[config.mk]
export PLATFORM = sky130hd
export DESIGN_NAME = fsp_protect
export DESIGN_NICKNAME = d
export VERILOG_FILES = /design/src/core/fsp_pkg.sv /design/src/core/fsp_protect.sv
export VERILOG_INCLUDE_DIRS = /design/src /design/src/core
export SDC_FILE = /design/constraint.sdc
export NUM_CORES = 1
export LEC_CHECK = 0
export ABC_AREA = 0
export BUFFER_PORTS_ARGS = -buffer_cell sky130_fd_sc_hd__buf_4
export CORE_MARGIN = 2
export CORE_UTILIZATION = 43
export DETAILED_ROUTE_END_ITERATION = 10
export PLACE_DENSITY = 0.8
export SETUP_SLACK_MARGIN = 0.1
export SLEW_MARGIN = 5
export SYNTH_ARGS = -nofsm -noshare
export SYNTH_HDL_FRONTEND = slang
export SYNTH_SLANG_ARGS = --single-unit
[constraint.sdc]
create_clock -name sys_clk -period 3.7 [get_ports sys_clk]
set_clock_uncertainty 0.2 [all_clocks]
set_input_delay 0.555 -clock sys_clk [delete_from_list [all_inputs] [get_ports sys_clk]]
set_output_delay 0.555 -clock sys_clk [all_outputs]
set_load 0.02 [all_outputs]
[src/core/fsp_map.svh]
// Address map, bit positions, reset values and region limits of the flash
// self-program protection block.
// Assumes a 13-bit flash word address (8K words) and 32-bit AHB-Lite data.
`ifndef FSP_MAP_SVH
`define FSP_MAP_SVH

// ------------------------------------------------------------------------
// Register byte offsets
// ------------------------------------------------------------------------
`define FSP_CTRL_OFS      12'h000
`define FSP_STAT_OFS      12'h004
`define FSP_LOCK_OFS      12'h008
`define FSP_FUSE_OFS      12'h00c

// ------------------------------------------------------------------------
// Field positions and reset values
// ------------------------------------------------------------------------
`define FSP_CTRL_RRE      0
`define FSP_CTRL_CLR_REF  1
`define FSP_STAT_BUSY     0
`define FSP_STAT_PROG     1
`define FSP_STAT_HALT     2
`define FSP_STAT_REF      3
`define FSP_LOCK_APP_LSB  0
`define FSP_LOCK_BOOT_LSB 2
`define FSP_LOCK_RST      4'hf
`define FSP_LOCK_MASK     4'hf

// ------------------------------------------------------------------------
// Flash region limits (word addresses)
// ------------------------------------------------------------------------
`define FSP_NO_READ_WHILE_WRITE_REGION_START    13'h1c00
`define FSP_BOOT_START_3  13'h1f80
`define FSP_BOOT_START_2  13'h1f00
`define FSP_BOOT_START_1  13'h1e00
`define FSP_BOOT_START_0  13'h1c00
`define FSP_RESET_APP     13'h0000

`endif

[src/core/fsp_pkg.sv]
// Types shared by the flash self-program protection block.
// Assumes fsp_map.svh sits on the include path.
package fsp_pkg;

  // Programming sequencer states.
  typedef enum logic [1:0] {
    fsp_idle      = 2'b00,
    fsp_rww_prog  = 2'b01,
    fsp_no_read_while_write_region_prog = 2'b10
  } fsp_state_type;

  // Store-to-flash operation kinds.
  typedef enum logic {
    fsp_op_erase = 1'b0,
    fsp_op_write = 1'b1
  } fsp_op_type;

endpackage : fsp_pkg

[src/core/fsp_protect.sv]
// Flash self-program protection: arbitrates CPU store-to-flash and
// load/fetch accesses against the busy region and the two lock fields.
// Assumes CPU, flash macro and fuse array run on sys_clk; AHB-Lite slave
// with a single master; flash read data is valid in the cycle of rd_req.
//
// Contract
// - Programming read-while-write region keeps CPU running.
// - Programming no-read-while-write region halts the CPU.
// - Any programming blocks reads of read-while-write region.
// - Busy flag reads one while region blocked.
// - Boot region lies inside no-read-while-write region.
// - Lock bits clear only by chip erase; here reset also reloads them to 4'hf.
// - General lock modes never gate self-programming.
// - App lock 10 blocks writes to application.
// - App lock 00/01 blocks boot loads of application.
// - App lock load-block masks interrupts in application.
// - Boot lock field guards boot region similarly.
// - Boot lock load-block masks interrupts in boot.
// - Reset vector follows the boot reset fuse.
// - CPU can never alter any fuse.
// - Store-to-flash starts only when executed from boot.
// - Read-enable write clears busy after programming.
//
// Design decisions made here: the AHB-Lite slave port and the register offsets.
`timescale 1ns/1ps
`include "fsp_map.svh"

module fsp_protect
  import fsp_pkg::*;
(
  input  wire logic        sys_clk,
  input  wire logic        rst,
  input  wire logic        clk_en,
  // AHB-Lite slave.
  input  wire logic        hsel,
  input  wire logic [31:0] haddr,
  input  wire logic [1:0]  htrans,
  input  wire logic        hwrite,
  input  wire logic [2:0]  hsize,
  input  wire logic [31:0] hwdata,
  input  wire logic        hready,
  output logic             hreadyout,
  output logic             hresp,
  output logic [31:0]      hrdata,
  // CPU store-to-flash request.
  input  wire logic        spm_req,
  input  wire logic        spm_op,
  input  wire logic [12:0] spm_addr,
  input  wire logic        spm_from_boot,
  // CPU fetch or load request.
  input  wire logic        rd_req,
  input  wire logic        rd_is_load,
  input  wire logic [12:0] rd_addr,
  input  wire logic        rd_from_boot,
  output logic             rd_grant,
  output logic             rd_valid,
  output logic [15:0]      rd_data,
  // CPU execution context.
  input  wire logic        exec_in_boot,
  input  wire logic        vectors_in_boot,
  output logic             irq_disable,
  output logic             cpu_halt,
  // Flash macro.
  input  wire logic [15:0] flash_rd_data,
  input  wire logic        flash_done,
  output logic             flash_start,
  output logic             flash_op,
  output logic [12:0]      flash_addr,
  // Fuses and external programming interface.
  input  wire logic [1:0]  boot_size_fuses,
  input  wire logic        boot_reset_fuse,
  input  wire logic        chip_erase,
  input  wire logic        ext_lock_wr,
  input  wire logic [3:0]  ext_lock_data,
  output logic [12:0]      reset_vector
);

  // ----------------------------------------------------------------------
  // Region decode
  // ----------------------------------------------------------------------
  logic [12:0] boot_start;
  logic [3:0]  lock_reg, lock_next;
  logic [1:0]  app_region_lock;
  logic [1:0]  boot_region_lock;

  // Boot start from the size fuses, clamped to the upper region.
  // boot region clamp
  always_comb begin
    case (boot_size_fuses)
      2'b11:   boot_start = `FSP_BOOT_START_3;
      2'b10:   boot_start = `FSP_BOOT_START_2;
      2'b01:   boot_start = `FSP_BOOT_START_1;
      default: boot_start = `FSP_BOOT_START_0;
    endcase
    if (boot_start < `FSP_NO_READ_WHILE_WRITE_REGION_START) begin
      boot_start = `FSP_NO_READ_WHILE_WRITE_REGION_START;
    end
  end

  assign app_region_lock  = lock_reg[`FSP_LOCK_APP_LSB +: 2];
  assign boot_region_lock = lock_reg[`FSP_LOCK_BOOT_LSB +: 2];

  // ----------------------------------------------------------------------
  // AHB-Lite slave
  // ----------------------------------------------------------------------
  logic        wr_pend_reg, wr_pend_next;
  logic [11:0] wr_ofs_reg, wr_ofs_next;
  logic [31:0] hrdata_reg, hrdata_next;
  logic        addr_phase;
  logic        wr_commit;
  logic        rre_wr;
  logic        clr_ref_wr;
  logic        busy_reg, busy_next;
  logic        ref_reg, ref_next;
  fsp_state_type state_reg, state_next;

  // A frozen clock enable stalls the bus rather than dropping a transfer.
  assign hreadyout  = clk_en;
  assign hresp      = 1'b0;
  assign hrdata     = hrdata_reg;
  assign addr_phase = hsel && hready && htrans[1];
  assign wr_commit  = wr_pend_reg && clk_en;
  assign rre_wr     = wr_commit && (wr_ofs_reg == `FSP_CTRL_OFS) && hwdata[`FSP_CTRL_RRE];
  assign clr_ref_wr = wr_commit && (wr_ofs_reg == `FSP_CTRL_OFS)
                      && hwdata[`FSP_CTRL_CLR_REF];

  // Address phase capture and read data prepared for the data phase.
  // fuses read only
  always_comb begin
    wr_pend_next = addr_phase && hwrite;
    wr_ofs_next  = addr_phase ? haddr[11:0] : wr_ofs_reg;
    hrdata_next  = hrdata_reg;
    if (addr_phase && !hwrite) begin
      case (haddr[11:0])
        `FSP_STAT_OFS: hrdata_next = {28'h0000000, ref_reg, cpu_halt,
                                      state_reg != fsp_idle, busy_reg};
        `FSP_LOCK_OFS: hrdata_next = {28'h0000000, lock_reg};
        `FSP_FUSE_OFS: hrdata_next = {16'h0000, boot_size_fuses, boot_reset_fuse,
                                      boot_start};
        default:       hrdata_next = 32'h00000000;
      endcase
    end
  end

  // Bus registers.
  always_ff @(posedge sys_clk or posedge rst) begin
    if (rst) begin
      wr_pend_reg <= 1'b0;
      wr_ofs_reg  <= 12'h000;
      hrdata_reg  <= 32'h00000000;
    end else if (clk_en) begin
      wr_pend_reg <= wr_pend_next;
      wr_ofs_reg  <= wr_ofs_next;
      hrdata_reg  <= hrdata_next;
    end
  end

  // ----------------------------------------------------------------------
  // Lock bits
  // ----------------------------------------------------------------------
  // Bits only move toward programmed (zero) except on chip erase or reset.
  // one-way lock bits
  always_comb begin
    lock_next = lock_reg;
    if (wr_commit && (wr_ofs_reg == `FSP_LOCK_OFS)) begin
      lock_next = lock_next & hwdata[3:0];
    end
    if (ext_lock_wr) begin
      lock_next = lock_next & ext_lock_data;
    end
    if (chip_erase) begin
      lock_next = `FSP_LOCK_MASK;
    end
  end

  // Lock register.
  always_ff @(posedge sys_clk or posedge rst) begin
    if (rst) begin
      lock_reg <= `FSP_LOCK_RST;
    end else if (clk_en) begin
      lock_reg <= lock_next;
    end
  end

  // ----------------------------------------------------------------------
  // Store-to-flash sequencer
  // ----------------------------------------------------------------------
  logic        tgt_boot;
  logic        wr_locked;
  logic        start_ok;
  logic        refused;
  logic        start_reg, start_next;
  logic        op_reg, op_next;
  logic [12:0] addr_reg, addr_next;

  assign tgt_boot = spm_addr >= boot_start;

  // Write lock: field bit 0 programmed blocks stores into that region.
  // application store lock
  assign wr_locked = tgt_boot ? !boot_region_lock[0] : !app_region_lock[0];

  assign start_ok = (state_reg == fsp_idle) && spm_req && spm_from_boot && !wr_locked;
  assign refused  = (state_reg == fsp_idle) && spm_req && !start_ok;

  // Next state, busy flag and refusal flag.
  always_comb begin
    state_next = state_reg;
    busy_next  = busy_reg;
    ref_next   = ref_reg;
    start_next = 1'b0;
    op_next    = op_reg;
    addr_next  = addr_reg;
    case (state_reg)
      fsp_idle: begin
        if (rre_wr) begin
          busy_next = 1'b0;
        end
        if (start_ok) begin
          start_next = 1'b1;
          op_next    = spm_op;
          addr_next  = spm_addr;
          busy_next  = 1'b1;
          state_next = (spm_addr < `FSP_NO_READ_WHILE_WRITE_REGION_START) ? fsp_rww_prog : fsp_no_read_while_write_region_prog;
        end
      end
      fsp_rww_prog, fsp_no_read_while_write_region_prog: begin
        if (flash_done) begin
          state_next = fsp_idle;
        end
      end
      default: state_next = fsp_idle;
    endcase
    // A new refusal in the clearing cycle wins.
    if (clr_ref_wr) begin
      ref_next = 1'b0;
    end
    if (refused) begin
      ref_next = 1'b1;
    end
  end

  // Sequencer registers.
  always_ff @(posedge sys_clk or posedge rst) begin
    if (rst) begin
      state_reg <= fsp_idle;
      busy_reg  <= 1'b0;
      ref_reg   <= 1'b0;
      start_reg <= 1'b0;
      op_reg    <= 1'b0;
      addr_reg  <= 13'h0000;
    end else if (clk_en) begin
      state_reg <= state_next;
      busy_reg  <= busy_next;
      ref_reg   <= ref_next;
      start_reg <= start_next;
      op_reg    <= op_next;
      addr_reg  <= addr_next;
    end
  end

  assign flash_start = start_reg;
  assign flash_op    = op_reg;
  assign flash_addr  = addr_reg;
  assign cpu_halt    = state_reg == fsp_no_read_while_write_region_prog;

  // ----------------------------------------------------------------------
  // Read arbitration and context outputs
  // ----------------------------------------------------------------------
  logic        rd_in_rww;
  logic        rd_in_boot;
  logic        rd_locked;
  logic        valid_reg, valid_next;
  logic [15:0] data_reg, data_next;
  logic        irq_reg, irq_next;
  logic [12:0] vec_reg, vec_next;

  assign rd_in_rww  = rd_addr < `FSP_NO_READ_WHILE_WRITE_REGION_START;
  assign rd_in_boot = rd_addr >= boot_start;

  // Load lock: field bit 1 programmed blocks cross-region loads.
  // boot loads of application
  assign rd_locked = rd_is_load
                     && ((rd_from_boot && !rd_in_boot && !app_region_lock[1])
                     || (!rd_from_boot && rd_in_boot && !boot_region_lock[1]));

  // Busy stays set until cleared by software, which guards stale reads.
  // lower region blocked
  assign rd_grant = rd_req && !(rd_in_rww && busy_reg) && !cpu_halt && !rd_locked;

  // Read data, interrupt mask and reset vector.
  always_comb begin
    valid_next = rd_req;
    data_next  = rd_grant ? flash_rd_data : 16'h0000;
    irq_next   = (!app_region_lock[1] && vectors_in_boot && !exec_in_boot)
                 || (!boot_region_lock[1] && !vectors_in_boot && exec_in_boot);
    vec_next   = boot_reset_fuse ? `FSP_RESET_APP : boot_start;
  end

  // Output registers.
  always_ff @(posedge sys_clk or posedge rst) begin
    if (rst) begin
      valid_reg <= 1'b0;
      data_reg  <= 16'h0000;
      irq_reg   <= 1'b0;
      vec_reg   <= `FSP_RESET_APP;
    end else if (clk_en) begin
      valid_reg <= valid_next;
      data_reg  <= data_next;
      irq_reg   <= irq_next;
      vec_reg   <= vec_next;
    end
  end

  assign rd_valid     = valid_reg;
  assign rd_data      = data_reg;
  assign irq_disable  = irq_reg;
  assign reset_vector = vec_reg;
endmodule : fsp_protect

---- Word-level counts from Yosys, hierarchy flattened ----
Index checks and enable logic that the tools add are counted.
cells by class
  reductions and logical operators ........ 54
  order comparisons ....................... 5
  equality and inequality tests ........... 11
  bitwise operators ....................... 2
  muxes and demuxes ....................... 19
operator list
  operator                count
  $pmux W16 S3            1
  $lt A13 B13 Y1 const B  3
  $eq A12 B4 Y1 const B   3
  $pmux W10 S3            1
  $ge A13 B13 Y1          2
  $logic_and A1 B1 Y1     26
  $mux W13                2
  $mux W16                1
  $logic_not A1 Y1        14
  $eq A12 B3 Y1 const B   1
  $logic_not A12 Y1       1
  $mux W4                 3
  $reduce_and A3 Y1       3
  $and A4 B4 Y4           2
  $mux W1                 7
  $eq A2 B2 Y1 const B    3
  $mux W2                 3
  $reduce_and A2 Y1       3
  $reduce_bool A2 Y1      3
  $eq A2 B1 Y1 const B    2
  $ne A2 B2 Y1 const B    2
  $pmux W2 S2             1
  $logic_not A2 Y1        1
  $logic_or A1 B1 Y1      2
  $reduce_or A2 Y1        1
storage, ports and cells
  logic and storage cells ................. 105
  register bits ........................... 99

---- Depth between registers and ports, before layout ----
  depth after elaboration ................. 13
  mapped depth ............................ 9

---- Least setup slack after synthesis ----
No wires, ideal clock.
  path kind ............................... input port to output port
  start ................................... input port boot_size_fuses[1]
  end ..................................... output port rd_grant
  path slack .............................. 0.506 ns
  data arrival time ....................... 2.439 ns
  cell stages on the path ................. 9
  path buffers ............................ 1
  path through ............................ nand2_1 -> inv_1 -> ha_1 -> nor4bb_1 -> nand4b_1 -> a31oi_1 -> mux2i_1 -> buf_2 -> and2_1
between the ends
  longest elaborated chain between the ends .. 12
  elaborated cells on any way between the ends .. 16
RTL lines
  item                                          RTL line            text
  start, declared                               fsp_protect.sv:70   input wire logic [1:0] boot_size_fuses,
  $eq A2 B1 Y1 or $eq A2 B2 Y1 (tied branches)  fsp_protect.sv:89   case (boot_size_fuses)
  $pmux W10 S3 (*)                              fsp_protect.sv:89
  $lt A13 B13 Y1 (no source line)               n/a
  $mux W13 (*)                                  fsp_protect.sv:95   if (boot_start < `FSP_NO_READ_WHILE_WRITE_REGION_START) begin
  $ge A13 B13 Y1 (*)                            fsp_protect.sv:278  assign rd_in_boot = rd_addr >= boot_start;
  $logic_not A1 Y1                              fsp_protect.sv:283  && ((rd_from_boot && !rd_in_boot && !app_region_lock[1])
  $logic_and A1 B1 Y1 (2 in a row)              fsp_protect.sv:283
  $logic_or A1 B1 Y1 (*)                        fsp_protect.sv:284  || (!rd_from_boot && rd_in_boot && !boot_region_lock[1]));
  $logic_and A1 B1 Y1 (*)                       fsp_protect.sv:283
  $logic_not A1 Y1 (*)                          fsp_protect.sv:288  assign rd_grant = rd_req && !(rd_in_rww && busy_reg) && !cpu_halt && !rd_locked;
  $logic_and A1 B1 Y1 (*)                       fsp_protect.sv:288
  end, declared                                 fsp_protect.sv:55   output logic rd_grant,
Mark *: on every way between the ends. The rest lies on a longest branch, timed or not.

---- Final worst setup path ----
Ends and elaborated chain as after synthesis.

==> run_results.csv <==
group,metric,value,unit
status,status,"completed",
final_layout,fin_area,4680,um2
global_routing,antenna_found_initial,0,
place,numPortBuffers,137,
synth,synthTopCellsByArea,"dfrtp_1 46%, a22o_1 7.0%, buf_4 6.9%, mux2_2 5.8%, mux2_4 3.9%",
die,rows,32,
place,globalplace.congestion,0.783,
sta,tightest_slew,1.13,ns
synth,synth-async-reset-ratio,1.00,
job,max_cap_violations,0,
critical_path,cp-end-kind,"output pin",
final_layout,fill_cells,671,
synth,avgSynthCellArea,11.3,um2
synth,yosys_warnings,0,
detailed_routing,via_count,2824,
clock_tree,clk_pin_slew,0.07,ns
critical_path,critPathMaxFanout,7,
sta,whs,0.210,ns
synth,synth_top_area_frac,0.465,
die,io_pins,217,
critical_path,crit_type,"in2out",
die,die_w,94.2,um
sta,slew_headroom,0.246,
clock_tree,holdBufCountCts,0,
die,die_y,94.2,um
die,initial_core_util,0.448,
clock_tree,cts_inserted_buffers,9,
synth,ys.flop_type,"dfrtp_1",
sta,setup_tns,0,ns
critical_path,r2r_slack,1.43,ns
sta,setup_viol,0,
synth,yosysSeqAreaShare,0.495,
clock_tree,insertion_delay,0.33,ns
critical_path,start_kind,"input port",
synth,synthCells,309,
critical_path,worstPathCellList,"buf_4 -> nand2_1 -> inv_1 -> ha_1 -> nor4bb_1 -> nand4b_1 -> a31oi_1 -> mux2i_1 -> and2_1 -> buf_4",
sta,period_share,0.858,
place,dpl.cell_count,536,
clock_tree,root_buffer,"clkbuf_8",
synth,synth_cell_types,41,
sta,fmax,315,MHz
clock_tree,ctsResizeCount,0,
pwr,p_total,2.28,mW
detailed_routing,wl_per_cell,15.7,um
sta,grt_setup_unrepaired,"false",
synth,synth_edf_count,0,
final_layout,fin_util,0.600,
critical_path,crit_slowest_cell,"nor4bb_1",
die,core_area,7810,um2
clock_tree,clock_path_buffers,2,
detailed_routing,drc,0,
global_routing,grt_max_degree,56,
synth,synth_common_cells,"65 x dfrtp_1, 32 x buf_4, 28 x a22o_1, 18 x mux2_2, 17 x and3_1",
critical_path,slowest_delay,0.30,ns
synth,synth.most_common_cell,"dfrtp_1",
synth,ys_ff_latch,69,
clock_tree,postCtsSetupRepairBufs,0,
hold_path,hp-class,"in2reg",
detailed_routing,via_per_inst,5.12,
detailed_routing,ant_nets,0,
pwr,leakagePower,2.41,nW
sta,fin_crit,3.17,ns
sta,hold_viol,0,
critical_path,cpMostUsedCell,"buf_4",
detailed_routing,drtPass1Iterations,4,
global_routing,grt_pass1_vias,2727,
clock_tree,clock_sinks,69,
final_layout,antenna_cells,0,
place,dp_hpwl,6.56,mm
global_routing,track_usage,0.196,
critical_path,cp_data_arrival_time,2.42,ns
sta,worst_slack,0.527,ns
critical_path,critPathRequiredTime,2.94,ns
clock_tree,htreeDepth,3,
die,die-area,8870,um2
global_routing,grt_overflow,0,
final_layout,area_growth,33.8,%
pwr,power_density,486,nW/um2
final_layout,fin_nets,588,
clock_tree,cts_tree,"done",
final_layout,final_layout_size_suffix_gt1_frac,0.429,
pwr,ir_drop,369,uV
detailed_routing,drt-initial-drc-count,99,
final_layout,largest_register_ffs,16,
place,place_area,4490,um2
sta,finalMaxSlewViolations,0,
place,dp_slack,0.547,ns
final_layout,finalNonFillerCells,552,
detailed_routing,wl,8.65,mm
global_routing,grt_pass1_wl,13.4,mm
synth,syn_area,3500,um2
synth,yosysTopAreaCell,"dfrtp_1",
layout by cell type, fill, tap and decap left out, drive strengths merged, types with 2 or more instances in the layout:
cell type  count
a21oi         13
nand4          3
a31oi          2
clkbuf        12
and2           3
inv           15
conb          27
buf          142
and3          17
o22ai          5
nand2         12
nand3          6
nand4b         2
o21ai          9
clkinv         2
nor3b          2
nor2          11
nor3           2
nor4bb         2
a22o          28
nor4           5
nor2b          4
o2bb2ai        4
a21o           2
dfrtp         65
nand2b         5
mux2          27
dfstp          4
ha             8
cell type report:
cell class,instances,area (um2),area share
sequential,69,1730,0.370
tap,102,128,0.0273
clock inverter,4,47.5,0.0102
inverter,15,56.3,0.0120
timing repair buffer,142,1070,0.228
clock buffer,12,145,0.0310
multi-input combinational,208,1510,0.322
per-layer routing:
metal	global-route usage	wire length [um]	vias to the layer above
met1	0.241	3640	1373
met2	0.333	4310	112
met3	0.0482	622	6
li1	-	-	1333
met5	0	0	-
met4	0.0688	84	0
worst max-delay path: cells and delay by family:
family,cells,cell delay [ns]
AO/OA/AOI/OAI,1,0.24
buffers and inverters,3,0.37
AND/OR/NAND/NOR,4,0.69
multiplexers,1,0.26
adder cells (fa/ha/maj),1,0.29
path summary, 6_finish.rpt:
kind / end / from / cells past startpoint
setup / recovery: rd_grant / boot_size_fuses[1] / 10
hold / removal: reset_vector[8] / boot_reset_fuse / 2
setup reg to reg: flash_addr[7] / lock_reg[0] / 4
hold reg to reg: flash_start / flash_start / 1
max in group asynchronous: reset_vector[11] / rst / 3
min in group asynchronous: flash_addr[1] / rst / 2
logic make-up after synthesis:
logic type      synth area share
flops                      0.495
other cells              0.00107
mux                       0.0994
simple gates               0.126
compound gates             0.148
buf+inv                    0.102
fa+ha+maj                 0.0286
report_power, final:
| group | leakage (nW) | internal, mW | switching, mW |
|---|---|---|---|
| registers | 0.875 | 0.895 | 0.0813 |
| clock network | 0.0964 | 0.328 | 0.273 |
| logic | 1.44 | 0.349 | 0.349 |
| total | 2.41 | 1.57 | 0.703 |
Power figures use the tool's default switching activity.
